File: src/design/audio_fifo_consts.svh
`ifndef AUDIO_FIFO_CONSTS_SVH
`define AUDIO_FIFO_CONSTS_SVH

// ----------------------------------------
// Register offsets
// ----------------------------------------
`define CFG_OFS 12'he00
`define STAT_OFS 12'he04
`define TRIG_OFS 12'he08
`define IRQ_STAT_OFS 12'he0c
`define IRQ_MASK_OFS 12'he10
`define TX_DATA_OFS 12'he20
`define RX_DATA_OFS 12'he30

// ----------------------------------------
// Configuration fields
// ----------------------------------------
`define CFG_TX_DMA_BIT 12
`define CFG_RX_DMA_BIT 13
`define CFG_TX_WAKE_BIT 14
`define CFG_RX_WAKE_BIT 15
`define CFG_TX_FLUSH_BIT 16
`define CFG_RX_FLUSH_BIT 17

// ----------------------------------------
// Status fields
// ----------------------------------------
`define STAT_TX_EMPTY_BIT 4
`define STAT_TX_NOT_FULL_BIT 5
`define STAT_RX_NOT_EMPTY_BIT 6
`define STAT_RX_FULL_BIT 7
`define STAT_TX_LVL_LSB 8
`define STAT_RX_LVL_LSB 16

// ----------------------------------------
// Trigger settings fields
// ----------------------------------------
`define TRIG_TX_ENA_BIT 0
`define TRIG_RX_ENA_BIT 1
`define TRIG_TX_LVL_LSB 8
`define TRIG_RX_LVL_LSB 16

// ----------------------------------------
// Interrupt status bits
// ----------------------------------------
`define IRQ_TX_ERR 0
`define IRQ_RX_ERR 1
`define IRQ_TX_LVL 2
`define IRQ_RX_LVL 3

// ----------------------------------------
// Sizes and reset values
// ----------------------------------------
`define FIFO_DEPTH 8
`define LVL_FULL 4'h8
`define LVL_ZERO 4'h0
`define PTR_ZERO 3'h0
`define PTR_ONE 3'h1
`define LVL_ONE 4'h1
`define WORD_ZERO 32'h0000_0000
`define IRQ_ZERO 4'h0

`endif

File: src/design/audio_fifo_pkg.sv
`default_nettype none

package audio_fifo_pkg;
   typedef logic [11:0] addr_t;
   typedef logic [31:0] word_t;
   typedef logic [3:0] lvl_t;
   typedef logic [2:0] ptr_t;
   typedef logic [3:0] irq_t;
endpackage

`default_nettype wire

File: src/design/fifo_if.sv
`default_nettype none

interface fifo_if;
   import audio_fifo_pkg::*;
   logic push;
   word_t push_data;
   logic pop;
   logic flush;
   word_t pop_data;
   lvl_t level;
   logic full;
   logic empty;
   modport ctrl (output push, output push_data, output pop, output flush,
                 input pop_data, input level, input full, input empty);
   modport store (input push, input push_data, input pop, input flush,
                  output pop_data, output level, output full, output empty);
endinterface

`default_nettype wire

File: src/design/fifo_store.sv
`include "audio_fifo_consts.svh"
`default_nettype none

module fifo_store (
   input wire logic clk_sys,
   input wire logic rst,
   fifo_if.store fifo
);
   import audio_fifo_pkg::*;

   ptr_t wr_ptr_reg, wr_ptr_next;
   ptr_t rd_ptr_reg, rd_ptr_next;
   lvl_t level_reg, level_next;
   word_t pop_data_reg, pop_data_next;
   word_t mem [0:`FIFO_DEPTH-1];
   logic do_push;
   logic do_pop;

   // Flags from the occupancy count
   assign fifo.full = (level_reg == `LVL_FULL);
   assign fifo.empty = (level_reg == `LVL_ZERO);
   assign fifo.level = level_reg;
   assign fifo.pop_data = pop_data_reg;

   // Pointer and level update; flush beats push and pop
   always_comb begin
      do_push = fifo.push && !fifo.full && !fifo.flush;
      do_pop = fifo.pop && !fifo.empty && !fifo.flush;
      wr_ptr_next = wr_ptr_reg;
      rd_ptr_next = rd_ptr_reg;
      level_next = level_reg;
      pop_data_next = pop_data_reg;
      if (fifo.flush) begin
         wr_ptr_next = `PTR_ZERO;
         rd_ptr_next = `PTR_ZERO;
         level_next = `LVL_ZERO;
      end else begin
         if (do_push) begin
            wr_ptr_next = wr_ptr_reg + `PTR_ONE;
         end
         if (do_pop) begin
            rd_ptr_next = rd_ptr_reg + `PTR_ONE;
            pop_data_next = mem[rd_ptr_reg];
         end
         if (do_push && !do_pop) begin
            level_next = level_reg + `LVL_ONE;
         end else if (do_pop && !do_push) begin
            level_next = level_reg - `LVL_ONE;
         end
      end
   end

   // State registers
   always_ff @(posedge clk_sys) begin
      if (rst) begin
         wr_ptr_reg <= `PTR_ZERO;
         rd_ptr_reg <= `PTR_ZERO;
         level_reg <= `LVL_ZERO;
         pop_data_reg <= `WORD_ZERO;
      end else begin
         wr_ptr_reg <= wr_ptr_next;
         rd_ptr_reg <= rd_ptr_next;
         level_reg <= level_next;
         pop_data_reg <= pop_data_next;
      end
   end

   // Storage array, no reset
   always_ff @(posedge clk_sys) begin
      if (do_push) begin
         mem[wr_ptr_reg] <= fifo.push_data;
      end
   end
endmodule

`default_nettype wire

File: src/design/audio_fifo_dma_wake_flush_ctrl.sv
// Added by the designer: the plain strobed port.
`include "audio_fifo_consts.svh"
`default_nettype none

module audio_fifo_dma_wake_flush_ctrl (
   input wire logic clk_sys,
   input wire logic rst,
   input wire audio_fifo_pkg::addr_t addr,
   input wire audio_fifo_pkg::word_t wr_data,
   input wire logic wr_en,
   input wire logic rd_en,
   output logic [31:0] rd_data,
   input wire logic tx_pop,
   output logic [31:0] tx_word,
   input wire logic rx_push,
   input wire audio_fifo_pkg::word_t rx_word,
   output logic tx_dma_req,
   output logic rx_dma_req,
   output logic dma_wake_req,
   output logic irq
);
   import audio_fifo_pkg::*;

   // ----------------------------------------
   // Declarations
   // ----------------------------------------
   // Software-visible state, read path and wake registers
   logic tx_dma_sel_reg, tx_dma_sel_next;
   logic rx_dma_sel_reg, rx_dma_sel_next;
   logic tx_wake_sel_reg, tx_wake_sel_next;
   logic rx_wake_sel_reg, rx_wake_sel_next;
   logic tx_lvl_ena_reg, tx_lvl_ena_next;
   logic rx_lvl_ena_reg, rx_lvl_ena_next;
   lvl_t tx_trigger_level_reg, tx_trigger_level_next;
   lvl_t rx_trigger_level_reg, rx_trigger_level_next;
   irq_t irq_stat_reg, irq_stat_next;
   irq_t irq_mask_reg, irq_mask_next;
   word_t rd_data_reg, rd_data_next;
   logic rd_rx_sel_reg, rd_rx_sel_next;
   logic tx_wake_reg, tx_wake_next;
   logic rx_wake_reg, rx_wake_next;
   // Decoded commands, events and the status word
   logic tx_flush_cmd;
   logic rx_flush_cmd;
   logic tx_level_hit;
   logic rx_level_hit;
   logic tx_overflow;
   logic rx_overflow;
   logic tx_underflow;
   irq_t irq_event;
   word_t stat_word;

   // Carriers to the two FIFOs
   fifo_if tx_if ();
   fifo_if rx_if ();

   // ----------------------------------------
   // FIFO storage
   // ----------------------------------------
   fifo_store tx_store (
      .clk_sys(clk_sys),
      .rst(rst),
      .fifo(tx_if.store)
   );

   fifo_store rx_store (
      .clk_sys(clk_sys),
      .rst(rst),
      .fifo(rx_if.store)
   );

   // ----------------------------------------
   // Bus decode and data paths
   // ----------------------------------------
   // Flush commands act only on a written one
   assign tx_flush_cmd = wr_en && (addr == `CFG_OFS) && wr_data[`CFG_TX_FLUSH_BIT];
   assign rx_flush_cmd = wr_en && (addr == `CFG_OFS) && wr_data[`CFG_RX_FLUSH_BIT];

   // Transmit side: bus writes push, serializer pops
   assign tx_if.push = wr_en && (addr == `TX_DATA_OFS);
   assign tx_if.push_data = wr_data;
   assign tx_if.pop = tx_pop;
   assign tx_if.flush = tx_flush_cmd;
   assign tx_word = tx_if.pop_data;

   // Receive side: deserializer pushes, bus reads pop
   assign rx_if.push = rx_push;
   assign rx_if.push_data = rx_word;
   assign rx_if.pop = rd_en && (addr == `RX_DATA_OFS);
   assign rx_if.flush = rx_flush_cmd;

   // ----------------------------------------
   // DMA requests and level compare
   // ----------------------------------------
   // Requests follow occupancy directly
   assign tx_dma_req = tx_dma_sel_reg && !tx_if.full;
   assign rx_dma_req = rx_dma_sel_reg && !rx_if.empty;

   // Level equals trigger level from the trigger settings
   assign tx_level_hit = (tx_if.level == tx_trigger_level_reg);
   assign rx_level_hit = (rx_if.level == rx_trigger_level_reg);

   // ----------------------------------------
   // Level wake
   // ----------------------------------------
   // Wake request to the DMA wake path only, independent of interrupt masks
   assign dma_wake_req = tx_wake_reg || rx_wake_reg;

   // Wake levels, registered
   always_comb begin
      tx_wake_next = tx_wake_sel_reg && tx_level_hit;
      rx_wake_next = rx_wake_sel_reg && rx_level_hit;
   end

   // Wake registers
   always_ff @(posedge clk_sys) begin
      if (rst) begin
         tx_wake_reg <= 1'b0;
         rx_wake_reg <= 1'b0;
      end else begin
         tx_wake_reg <= tx_wake_next;
         rx_wake_reg <= rx_wake_next;
      end
   end

   // ----------------------------------------
   // Interrupt events
   // ----------------------------------------
   // Errors: push to full on either side, pop from empty on transmit only; a flush suppresses them
   assign tx_overflow = tx_if.push && tx_if.full && !tx_flush_cmd;
   assign tx_underflow = tx_pop && tx_if.empty && !tx_flush_cmd;
   assign rx_overflow = rx_push && rx_if.full && !rx_flush_cmd;

   // Event vector: errors and enabled level triggers
   always_comb begin
      irq_event = `IRQ_ZERO;
      irq_event[`IRQ_TX_ERR] = tx_overflow || tx_underflow;
      irq_event[`IRQ_RX_ERR] = rx_overflow;
      irq_event[`IRQ_TX_LVL] = tx_lvl_ena_reg && tx_level_hit;
      irq_event[`IRQ_RX_LVL] = rx_lvl_ena_reg && rx_level_hit;
   end

   // ----------------------------------------
   // Interrupt output
   // ----------------------------------------
   // High while any unmasked sticky bit is set
   assign irq = |(irq_stat_reg & irq_mask_reg);

   // ----------------------------------------
   // Status word
   // ----------------------------------------
   // Flags, levels and masked pending bits
   always_comb begin
      stat_word = `WORD_ZERO;
      stat_word[`IRQ_RX_LVL:`IRQ_TX_ERR] = irq_stat_reg & irq_mask_reg;
      stat_word[`STAT_TX_EMPTY_BIT] = tx_if.empty;
      stat_word[`STAT_TX_NOT_FULL_BIT] = !tx_if.full;
      stat_word[`STAT_RX_NOT_EMPTY_BIT] = !rx_if.empty;
      stat_word[`STAT_RX_FULL_BIT] = rx_if.full;
      stat_word[`STAT_TX_LVL_LSB +: 4] = tx_if.level;
      stat_word[`STAT_RX_LVL_LSB +: 4] = rx_if.level;
   end

   // ----------------------------------------
   // Register file
   // ----------------------------------------
   // Next values for software-visible registers
   always_comb begin
      tx_dma_sel_next = tx_dma_sel_reg;
      rx_dma_sel_next = rx_dma_sel_reg;
      tx_wake_sel_next = tx_wake_sel_reg;
      rx_wake_sel_next = rx_wake_sel_reg;
      tx_lvl_ena_next = tx_lvl_ena_reg;
      rx_lvl_ena_next = rx_lvl_ena_reg;
      tx_trigger_level_next = tx_trigger_level_reg;
      rx_trigger_level_next = rx_trigger_level_reg;
      irq_mask_next = irq_mask_reg;
      irq_stat_next = irq_stat_reg;
      if (wr_en) begin
         case (addr)
            `CFG_OFS: begin
               tx_dma_sel_next = wr_data[`CFG_TX_DMA_BIT];
               rx_dma_sel_next = wr_data[`CFG_RX_DMA_BIT];
               tx_wake_sel_next = wr_data[`CFG_TX_WAKE_BIT];
               rx_wake_sel_next = wr_data[`CFG_RX_WAKE_BIT];
            end
            `TRIG_OFS: begin
               tx_lvl_ena_next = wr_data[`TRIG_TX_ENA_BIT];
               rx_lvl_ena_next = wr_data[`TRIG_RX_ENA_BIT];
               tx_trigger_level_next = wr_data[`TRIG_TX_LVL_LSB +: 4];
               rx_trigger_level_next = wr_data[`TRIG_RX_LVL_LSB +: 4];
            end
            `IRQ_STAT_OFS: begin
               irq_stat_next = irq_stat_reg & ~wr_data[`IRQ_RX_LVL:`IRQ_TX_ERR];
            end
            `IRQ_MASK_OFS: begin
               irq_mask_next = wr_data[`IRQ_RX_LVL:`IRQ_TX_ERR];
            end
            default: begin
            end
         endcase
      end
      // New events win over a same-cycle clear
      irq_stat_next = irq_stat_next | irq_event;
   end

   // ----------------------------------------
   // Read path
   // ----------------------------------------
   // Read path, data stand one cycle after the strobe
   always_comb begin
      rd_data_next = `WORD_ZERO;
      rd_rx_sel_next = 1'b0;
      if (rd_en) begin
         case (addr)
            `CFG_OFS: begin
               // Flush bits and reserved bits read zero
               rd_data_next[`CFG_TX_DMA_BIT] = tx_dma_sel_reg;
               rd_data_next[`CFG_RX_DMA_BIT] = rx_dma_sel_reg;
               rd_data_next[`CFG_TX_WAKE_BIT] = tx_wake_sel_reg;
               rd_data_next[`CFG_RX_WAKE_BIT] = rx_wake_sel_reg;
            end
            `STAT_OFS: begin
               rd_data_next = stat_word;
            end
            `TRIG_OFS: begin
               rd_data_next[`TRIG_TX_ENA_BIT] = tx_lvl_ena_reg;
               rd_data_next[`TRIG_RX_ENA_BIT] = rx_lvl_ena_reg;
               rd_data_next[`TRIG_TX_LVL_LSB +: 4] = tx_trigger_level_reg;
               rd_data_next[`TRIG_RX_LVL_LSB +: 4] = rx_trigger_level_reg;
            end
            `IRQ_STAT_OFS: begin
               rd_data_next[`IRQ_RX_LVL:`IRQ_TX_ERR] = irq_stat_reg;
            end
            `IRQ_MASK_OFS: begin
               rd_data_next[`IRQ_RX_LVL:`IRQ_TX_ERR] = irq_mask_reg;
            end
            `RX_DATA_OFS: begin
               rd_rx_sel_next = !rx_if.empty;
            end
            default: begin
               rd_data_next = `WORD_ZERO;
            end
         endcase
      end
   end

   // Receive data come straight from the storage output register
   assign rd_data = rd_rx_sel_reg ? rx_if.pop_data : rd_data_reg;

   // ----------------------------------------
   // Flops
   // ----------------------------------------
   // Register file flops
   always_ff @(posedge clk_sys) begin
      if (rst) begin
         tx_dma_sel_reg <= 1'b0;
         rx_dma_sel_reg <= 1'b0;
         tx_wake_sel_reg <= 1'b0;
         rx_wake_sel_reg <= 1'b0;
         tx_lvl_ena_reg <= 1'b0;
         rx_lvl_ena_reg <= 1'b0;
         tx_trigger_level_reg <= `LVL_ZERO;
         rx_trigger_level_reg <= `LVL_ZERO;
         irq_stat_reg <= `IRQ_ZERO;
         irq_mask_reg <= `IRQ_ZERO;
      end else begin
         tx_dma_sel_reg <= tx_dma_sel_next;
         rx_dma_sel_reg <= rx_dma_sel_next;
         tx_wake_sel_reg <= tx_wake_sel_next;
         rx_wake_sel_reg <= rx_wake_sel_next;
         tx_lvl_ena_reg <= tx_lvl_ena_next;
         rx_lvl_ena_reg <= rx_lvl_ena_next;
         tx_trigger_level_reg <= tx_trigger_level_next;
         rx_trigger_level_reg <= rx_trigger_level_next;
         irq_stat_reg <= irq_stat_next;
         irq_mask_reg <= irq_mask_next;
      end
   end

   // Read path flops
   always_ff @(posedge clk_sys) begin
      if (rst) begin
         rd_data_reg <= `WORD_ZERO;
         rd_rx_sel_reg <= 1'b0;
      end else begin
         rd_data_reg <= rd_data_next;
         rd_rx_sel_reg <= rd_rx_sel_next;
      end
   end
endmodule

`default_nettype wire

File: config.mk
export PLATFORM = sky130hd
export DESIGN_NAME = audio_fifo_dma_wake_flush_ctrl
export DESIGN_NICKNAME = d
export VERILOG_FILES = /design/src/design/audio_fifo_pkg.sv /design/src/design/fifo_if.sv /design/src/design/fifo_store.sv /design/src/design/audio_fifo_dma_wake_flush_ctrl.sv
export VERILOG_INCLUDE_DIRS = /design/src /design/src/design
export SDC_FILE = /design/constraint.sdc
export NUM_CORES = 1
export LEC_CHECK = 0
export BUFFER_PORTS_ARGS = -buffer_cell sky130_fd_sc_hd__buf_2
export CORE_MARGIN = 4
export CORE_UTILIZATION = 40
export CTS_CLUSTER_SIZE = 12
export DETAILED_ROUTE_END_ITERATION = 16
export MAX_ROUTING_LAYER = met4
export PLACE_DENSITY = 0.61
export SKIP_CTS_REPAIR_TIMING = 1
export SLEW_MARGIN = 15
export SYNTH_ARGS = -nofsm -noshare
export SYNTH_HDL_FRONTEND = slang
export SYNTH_SLANG_ARGS = --single-unit
File: constraint.sdc
create_clock -name clk_sys -period 11.9 [get_ports clk_sys]
set_input_delay 2.38 -clock clk_sys [delete_from_list [all_inputs] [get_ports clk_sys]]
set_output_delay 2.38 -clock clk_sys [all_outputs]
set_load 0.03 [all_outputs]
# Yosys cells after proc, flatten, opt, wreduce, memory -nomap -nowiden
# Memory sizes are Yosys's and may differ from the RTL's. A register that Yosys moved wholly into a read port is not among the register bits.
# Cells that the tools add are included.
[op_classes]
add_sub_neg = 8
n_eq_ne = 11
mux = 15
bitwise = 10
reduce_logical = 57
[op_table]
columns = ["op", "n"]
rows = [
  ["equality test 12 bit (second input constant)", 7],
  ["2-to-1 mux 32 bit", 1],
  ["logical AND 1 bit", 29],
  ["2-to-1 mux 4 bit", 6],
  ["one-hot mux 4 bit (2 select lines)", 2],
  ["adder 3 x 1 -> 3 bit (second input constant)", 4],
  ["logical NOT 1 bit", 10],
  ["AND reduction 2 bit", 5],
  ["OR reduction 3 bit", 3],
  ["adder 4 x 1 -> 4 bit (second input constant)", 2],
  ["bitwise AND 4 bit", 2],
  ["equality test 4 bit", 2],
  ["equality test 4 bit (second input constant)", 2],
  ["logical NOT 4 bit", 2],
  ["one-hot mux 2 bit (4 select lines)", 1],
  ["subtractor 4 x 1 -> 4 bit (second input constant)", 2],
  ["inverter 1 bit", 6],
  ["one-hot mux 2 bit (3 select lines)", 1],
  ["OR reduction 2 bit", 3],
  ["2-to-1 mux 1 bit", 4],
  ["inverter 4 bit", 1],
  ["OR 4 bit", 1],
  ["nonzero test 2 bit", 2],
  ["OR reduction 4 bit", 1],
  ["logical OR 1 bit", 2],
]
[word_totals]
register_bits = 77
ram_bits = 512
in_bits = 82
output_inout_bits = 68
elab_cells = 126
n_memories = 2
[memory_table]
columns = ["name", "depth", "word_bits", "rd", "rd_clocked_by_memory_dff", "wr", "line_no", "rtl"]
rows = [
  ["rx_store.mem", 8, 32, 1, 1, 1, "fifo_store.sv:15", "word_t mem [0:`FIFO_DEPTH-1];"],
  ["tx_store.mem", 8, 32, 1, 1, 1, "fifo_store.sv:15", ""],
]

# Logic depth before layout (Yosys ltp)
[depth]
word_depth = 9
depth_mapped = 12
mapped_depth_nobuf = 11

# Cells and area by module
# A second synthesis with hierarchy kept.
[unflattened]
cells_unflattened = 1342
area_unflattened_um2 = 24632.4
[by_module_without_submodules]
columns = ["module", "n_inst", "cells_each", "area_each_um2", "seq_area_each_um2"]
rows = [
  ["fifo_store", 2, 553, 11177.0, 8528.2],
  ["audio_fifo_dma_wake_flush_ctrl", 1, 236, 2278.4, 900.9],
]

# Least setup slack after synthesis
# No wires, ideal clock.
[synth_path]
kind = "input-to-reg"
start = "input port addr[3]"
end = "memory tx_store.mem[2][0] in the netlist's numbering (enable)"
setup_time_ps = 513
arrival_ps = 6646
required_ps = 11387
path_slack_ps = 4741
cell_stages = 4
path_buffers = 0
path_cell_list = "nor3b_1 -> and3b_1 -> nand3_2 -> nor4b_1"
[synth_between]
elab_chain_cells = 7
[synth_rtl]
columns = ["element", "line_no", "rtl"]
rows = [
  ["from (decl)", "audio_fifo_dma_wake_flush_ctrl.sv:8", "input wire audio_fifo_pkg::addr_t addr,"],
  ["equality test 12 bit", "--", ""],
  ["logical AND 1 bit (2 in series)", "audio_fifo_dma_wake_flush_ctrl.sv:76", "assign tx_flush_cmd = wr_en && (addr == `CFG_OFS) && wr_data[`CFG_TX_FLUSH_BIT];"],
  ["logical NOT 1 bit", "fifo_store.sv:27", "do_push = fifo.push && !fifo.full && !fifo.flush;"],
  ["logical AND 1 bit (*)", "fifo_store.sv:27", ""],
  ["2-to-1 mux 1 bit (*)", "fifo_store.sv:70", "if (do_push) begin"],
  ["2-to-1 mux 1 bit (not written as such) (*)", "fifo_store.sv:71", "mem[wr_ptr_reg] <= fifo.push_data;"],
  ["to (decl)", "fifo_store.sv:15", ""],
]
# Every way passes the cells marked *; elsewhere a longest branch is shown, timed or not.

# Worst setup path in the final report
[layout_path]
start = "input port addr[8]"
end = "register tx_store.level_reg[3], in the netlist tx_store.fifo.level[3]"
[layout_between]
elab_chain_cells = 8
[layout_rtl]
columns = ["element", "line_no", "rtl"]
rows = [
  ["equality test 12 bit", "--", ""],
  ["logical AND 1 bit (2 in series)", "audio_fifo_dma_wake_flush_ctrl.sv:76", ""],
  ["logical NOT 1 bit", "fifo_store.sv:27, fifo_store.sv:28", ""],
  ["logical AND 1 bit, on equally long branches", "fifo_store.sv:28, fifo_store.sv:27", ""],
  ["logical NOT 1 bit, on equally long branches", "fifo_store.sv:45, fifo_store.sv:47", ""],
  ["logical AND 1 bit, on equally long branches", "fifo_store.sv:45, fifo_store.sv:47", ""],
  ["2-to-1 mux 4 bit / nonzero test 2 bit (equally long branches)", "--", ""],
  ["to (signal assigned)", "fifo_store.sv:58", "level_reg <= `LVL_ZERO;"],
  ["to (signal assigned)", "fifo_store.sv:63", "level_reg <= level_next;"],
  ["to (decl)", "fifo_store.sv:13", "lvl_t level_reg, level_next;"],
]
# Several ways; a longest one is shown, not always the timed one.
# A chain may end at the register's enable or synchronous reset.

==> out/qor.yml <==
run_status:
  status: "completed"
logic_synthesis:
  synth-edff-count: 512
  syn-mean-instance-area_um2: 18.33
  async_reset_ff_frac: 0
  yosysWarnings: 0
  synth_cells: 1344
  synth_top_area_frac: 0.6240
  synth_seq_cells: 641
  synth_seq_area_share: 0.7289
  syn_nets: 1438
  synthFlopType: "edfxtp_1"
  synth.distinct_cells: 54
  ys_top_cells_by_area: "edfxtp_1 62%, mux4_2 12%, dfxtp_1 10%, mux2i_1 3.4%, a311oi_1 1.1%"
  yosys.area.top_type: "edfxtp_1"
  syn-cell-area_mm2: 0.02464
placement:
  placed_area_mm2: 0.02640
  io_buffers: 149
  gp_congestion: 0.8008
  dp.final_hpwl_um: 31800
worst_setup_path:
  rr_startpoint: "rx_store.fifo.level[0]"
  cp_max_fo: 67
  path_class: "input port to flop"
  startpoint: "addr[8]"
  startpoint_type: "input port"
  worstPathArrival_ps: 5290
  r2r_end: "rx_store.fifo.level[3]"
  r2r_slack_ps: 8910
  required_ps: 12420
  crit_path_end_kind: "flop"
  reg2regPathDepth: 10
  crit_end: "tx_store.fifo.level[3]"
route:
  post_drt_wl_per_cell_um: 22.92
  drcViolationCount: 0
  routed-via-count: 12800
  wirelength_um: 54230
  first_pass_iters: 5
  drtIter0Drc: 977
  ant_nets: 0
  viasPerCell: 5.412
clocking:
  cts_tree: "built"
  insertion_delay_ps: 590
  cts.sinks: 641
  clockBufferDepth: 3
  cts.clk_slew.worst_paths_ps: 60
  cts_buffers: 70
  cts_htree_levels: 3
  root_buffer: "clkbuf_16"
sta:
  timing.fmax_mhz: 209.6
  rsz0062_at_grt: "false"
  finalHoldViolations: 0
  fin_crit_sh: 0.4010
  fin_setup_tns_ps: 0
  fin_crit_ps: 4772
  slew_violations: 0
  skew_ps: 16.31
  slew_headroom: 0.3429
  worstMarginPinSlew_ps: 985.6
  finalSetupViolations: 0
pwr:
  sw_frac_of_total: 0.2408
  p_leak_uw: 0.009274
  pwr_density_cell_mw_per_mm2: 181.2
  p_clk_frac: 0.392
  p_seq_frac: 0.499
  switchingPower_uw: 1248
  ir_drop_v: 0.0001290
  p_int_uw: 3935
  p_comb_frac: 0.110
die:
  chipHeight_um: 256.2
  initial_core_util: 0.4059
  die_area_mm2: 0.06563
  row_count: 90
  ios: 150
  core_mm2: 0.06070
  die_w_um: 256.2
finish:
  largestRegisters: "rx_store.mem: 256 flops, tx_store.mem: 256 flops"
  syn2layout_area_growth_pct: 16.07
  nNetsFinal: 1610
  final_cell_area_mm2: 0.02860
  layout-drive-gt1-share: 0.2954
  nFillCells: 5016
global_route:
  grt_pass1_vias: 13150
  antenna_found_initial: 16
  grtUsageTotal: 0.1696
  grt_max_degree: 69
  grt_pass1_wl_um: 82370
  grt_overflow: 0
min_path:
  hp-class: "flop to flop"
flow_run:
  drv_cap: 0
==> Yosys cell counts (all sizes together) (3+ instances only) <==
library cell    n
or3             3
mux2           22
mux4          128
or4b            3
clkbuf         51
xor2            8
nand3          21
nand2          49
mux2i          84
dfxtp         129
nor2b           8
nor4            8
xnor2          10
a22oi          10
edfxtp        512
a41oi           3
nand2b          3
inv            12
and2           17
a211o           4
nor2           49
a311oi         32
o21ai          36
a21oi          51
nor3           10
ha             10
buf            28
nor4b           5
and3            5
nand4           8
==> final cells by class <==
type | instances | area (µm²) | share of cell area
tap | 782 | 978.4 | 0.03422
antenna | 13 | 32.53 | 0.001138
clock inverter | 22 | 160.2 | 0.005601
inverter | 12 | 45.04 | 0.001575
multi-input combinational | 612 | 6440 | 0.2252
sequential | 641 | 17970 | 0.6284
clock buffer | 105 | 1999 | 0.06992
timing repair buffer | 179 | 970.9 | 0.03395
==> power groups by stage <==
stage               combinational, µW  sequential, µW  clock (µW)
CTS                               579            2590        2090
floorplan                         348            2670           0
detailed placement                579            2630           0
global placement                  567            2630           0
global route                      618            2600        2190
finish                            569            2580        2030
==> worst min path at each step <==
| stage | from | slack, ps | cells past startpoint | endpoint |
|---|---|---|---|---|
| floorplan | rx_store.fifo.pop_data[20] | 420 | 2 | rx_store.fifo.pop_data[20] |
| global placement | rx_store.fifo.pop_data[25] | 430 | 2 | rx_store.fifo.pop_data[25] |
| detailed placement | rx_store.fifo.pop_data[15] | 440 | 2 | rx_store.fifo.pop_data[15] |
| CTS | rx_store.fifo.pop_data[16] | 450 | 2 | rx_store.fifo.pop_data[16] |
| global route | rx_store.fifo.pop_data[11] | 470 | 2 | rx_store.fifo.pop_data[11] |
| finish | rx_store.fifo.pop_data[16] | 440 | 2 | rx_store.fifo.pop_data[16] |
==> worst max-delay path: stages <==
cell and delay [ps]:
buf_2 120, nor4b_4 740, nand4_1 160, buf_4 390, nand2_1 170, ha_1 180
inv_1 100, ha_1 340, nand3_1 110, a211o_1 310, a21o_1 160, a21oi_1 120
==> metal layers <==
layer / part of all wire / track usage / vias up
met5: 0 / - / -
met4: 0.020 / 0.04632 / 0
met3: 0.070 / 0.04786 / 82
met2: 0.50 / 0.2733 / 346
met1: 0.41 / 0.2128 / 6588
li1: - / - / 5788
==> placed cells by master, fill, tap and decap left out, types with 7 or more instances in the layout <==
cell / count
nand3_1: 20
buf_2: 149
xnor2_1: 10
buf_4: 30
nand4_1: 7
and2_1: 17
nand2_1: 49
edfxtp_1: 512
o21ai_0: 34
ha_1: 10
inv_1: 12
clkbuf_16: 72
mux4_2: 128
clkinv_2: 7
mux2_2: 22
dfxtp_1: 123
a311oi_1: 32
a22oi_1: 10
xor2_1: 8
nor2_1: 46
diode_2: 13
clkbuf_1: 25
mux2i_1: 84
nor2b_1: 8
clkbuf_8: 7
inv_6: 7
nor3_2: 7
a21oi_1: 51
==> logic make-up after synthesis <==
| group | after synthesis | share of synthesized area |
|---|---|---|
| xor+xnor | 18 | 0.006399 |
| simple gates | 203 | 0.04423 |
| fa+ha+maj | 12 | 0.006704 |
| buf+inv | 91 | 0.01483 |
| flops | 641 | 0.7289 |
| compound gates | 145 | 0.03778 |
| mux | 234 | 0.1612 |
==> stage by stage <==
stage	cells	setup WS, ps	power, µW	util	hold slack, ps
CTS	2353	7164	5255	0.4706	445.6
finish	2366	7128	5183	0.4711	440.6
global route	2366	6832	5405	0.4711	471.4
global placement	2226	6609	3194	0.4350	426.1
detailed placement	2226	6552	3211	0.4350	436.2
floorplan	1344	4741	3022	-	416.7
Power figures use the tool's default switching activity.
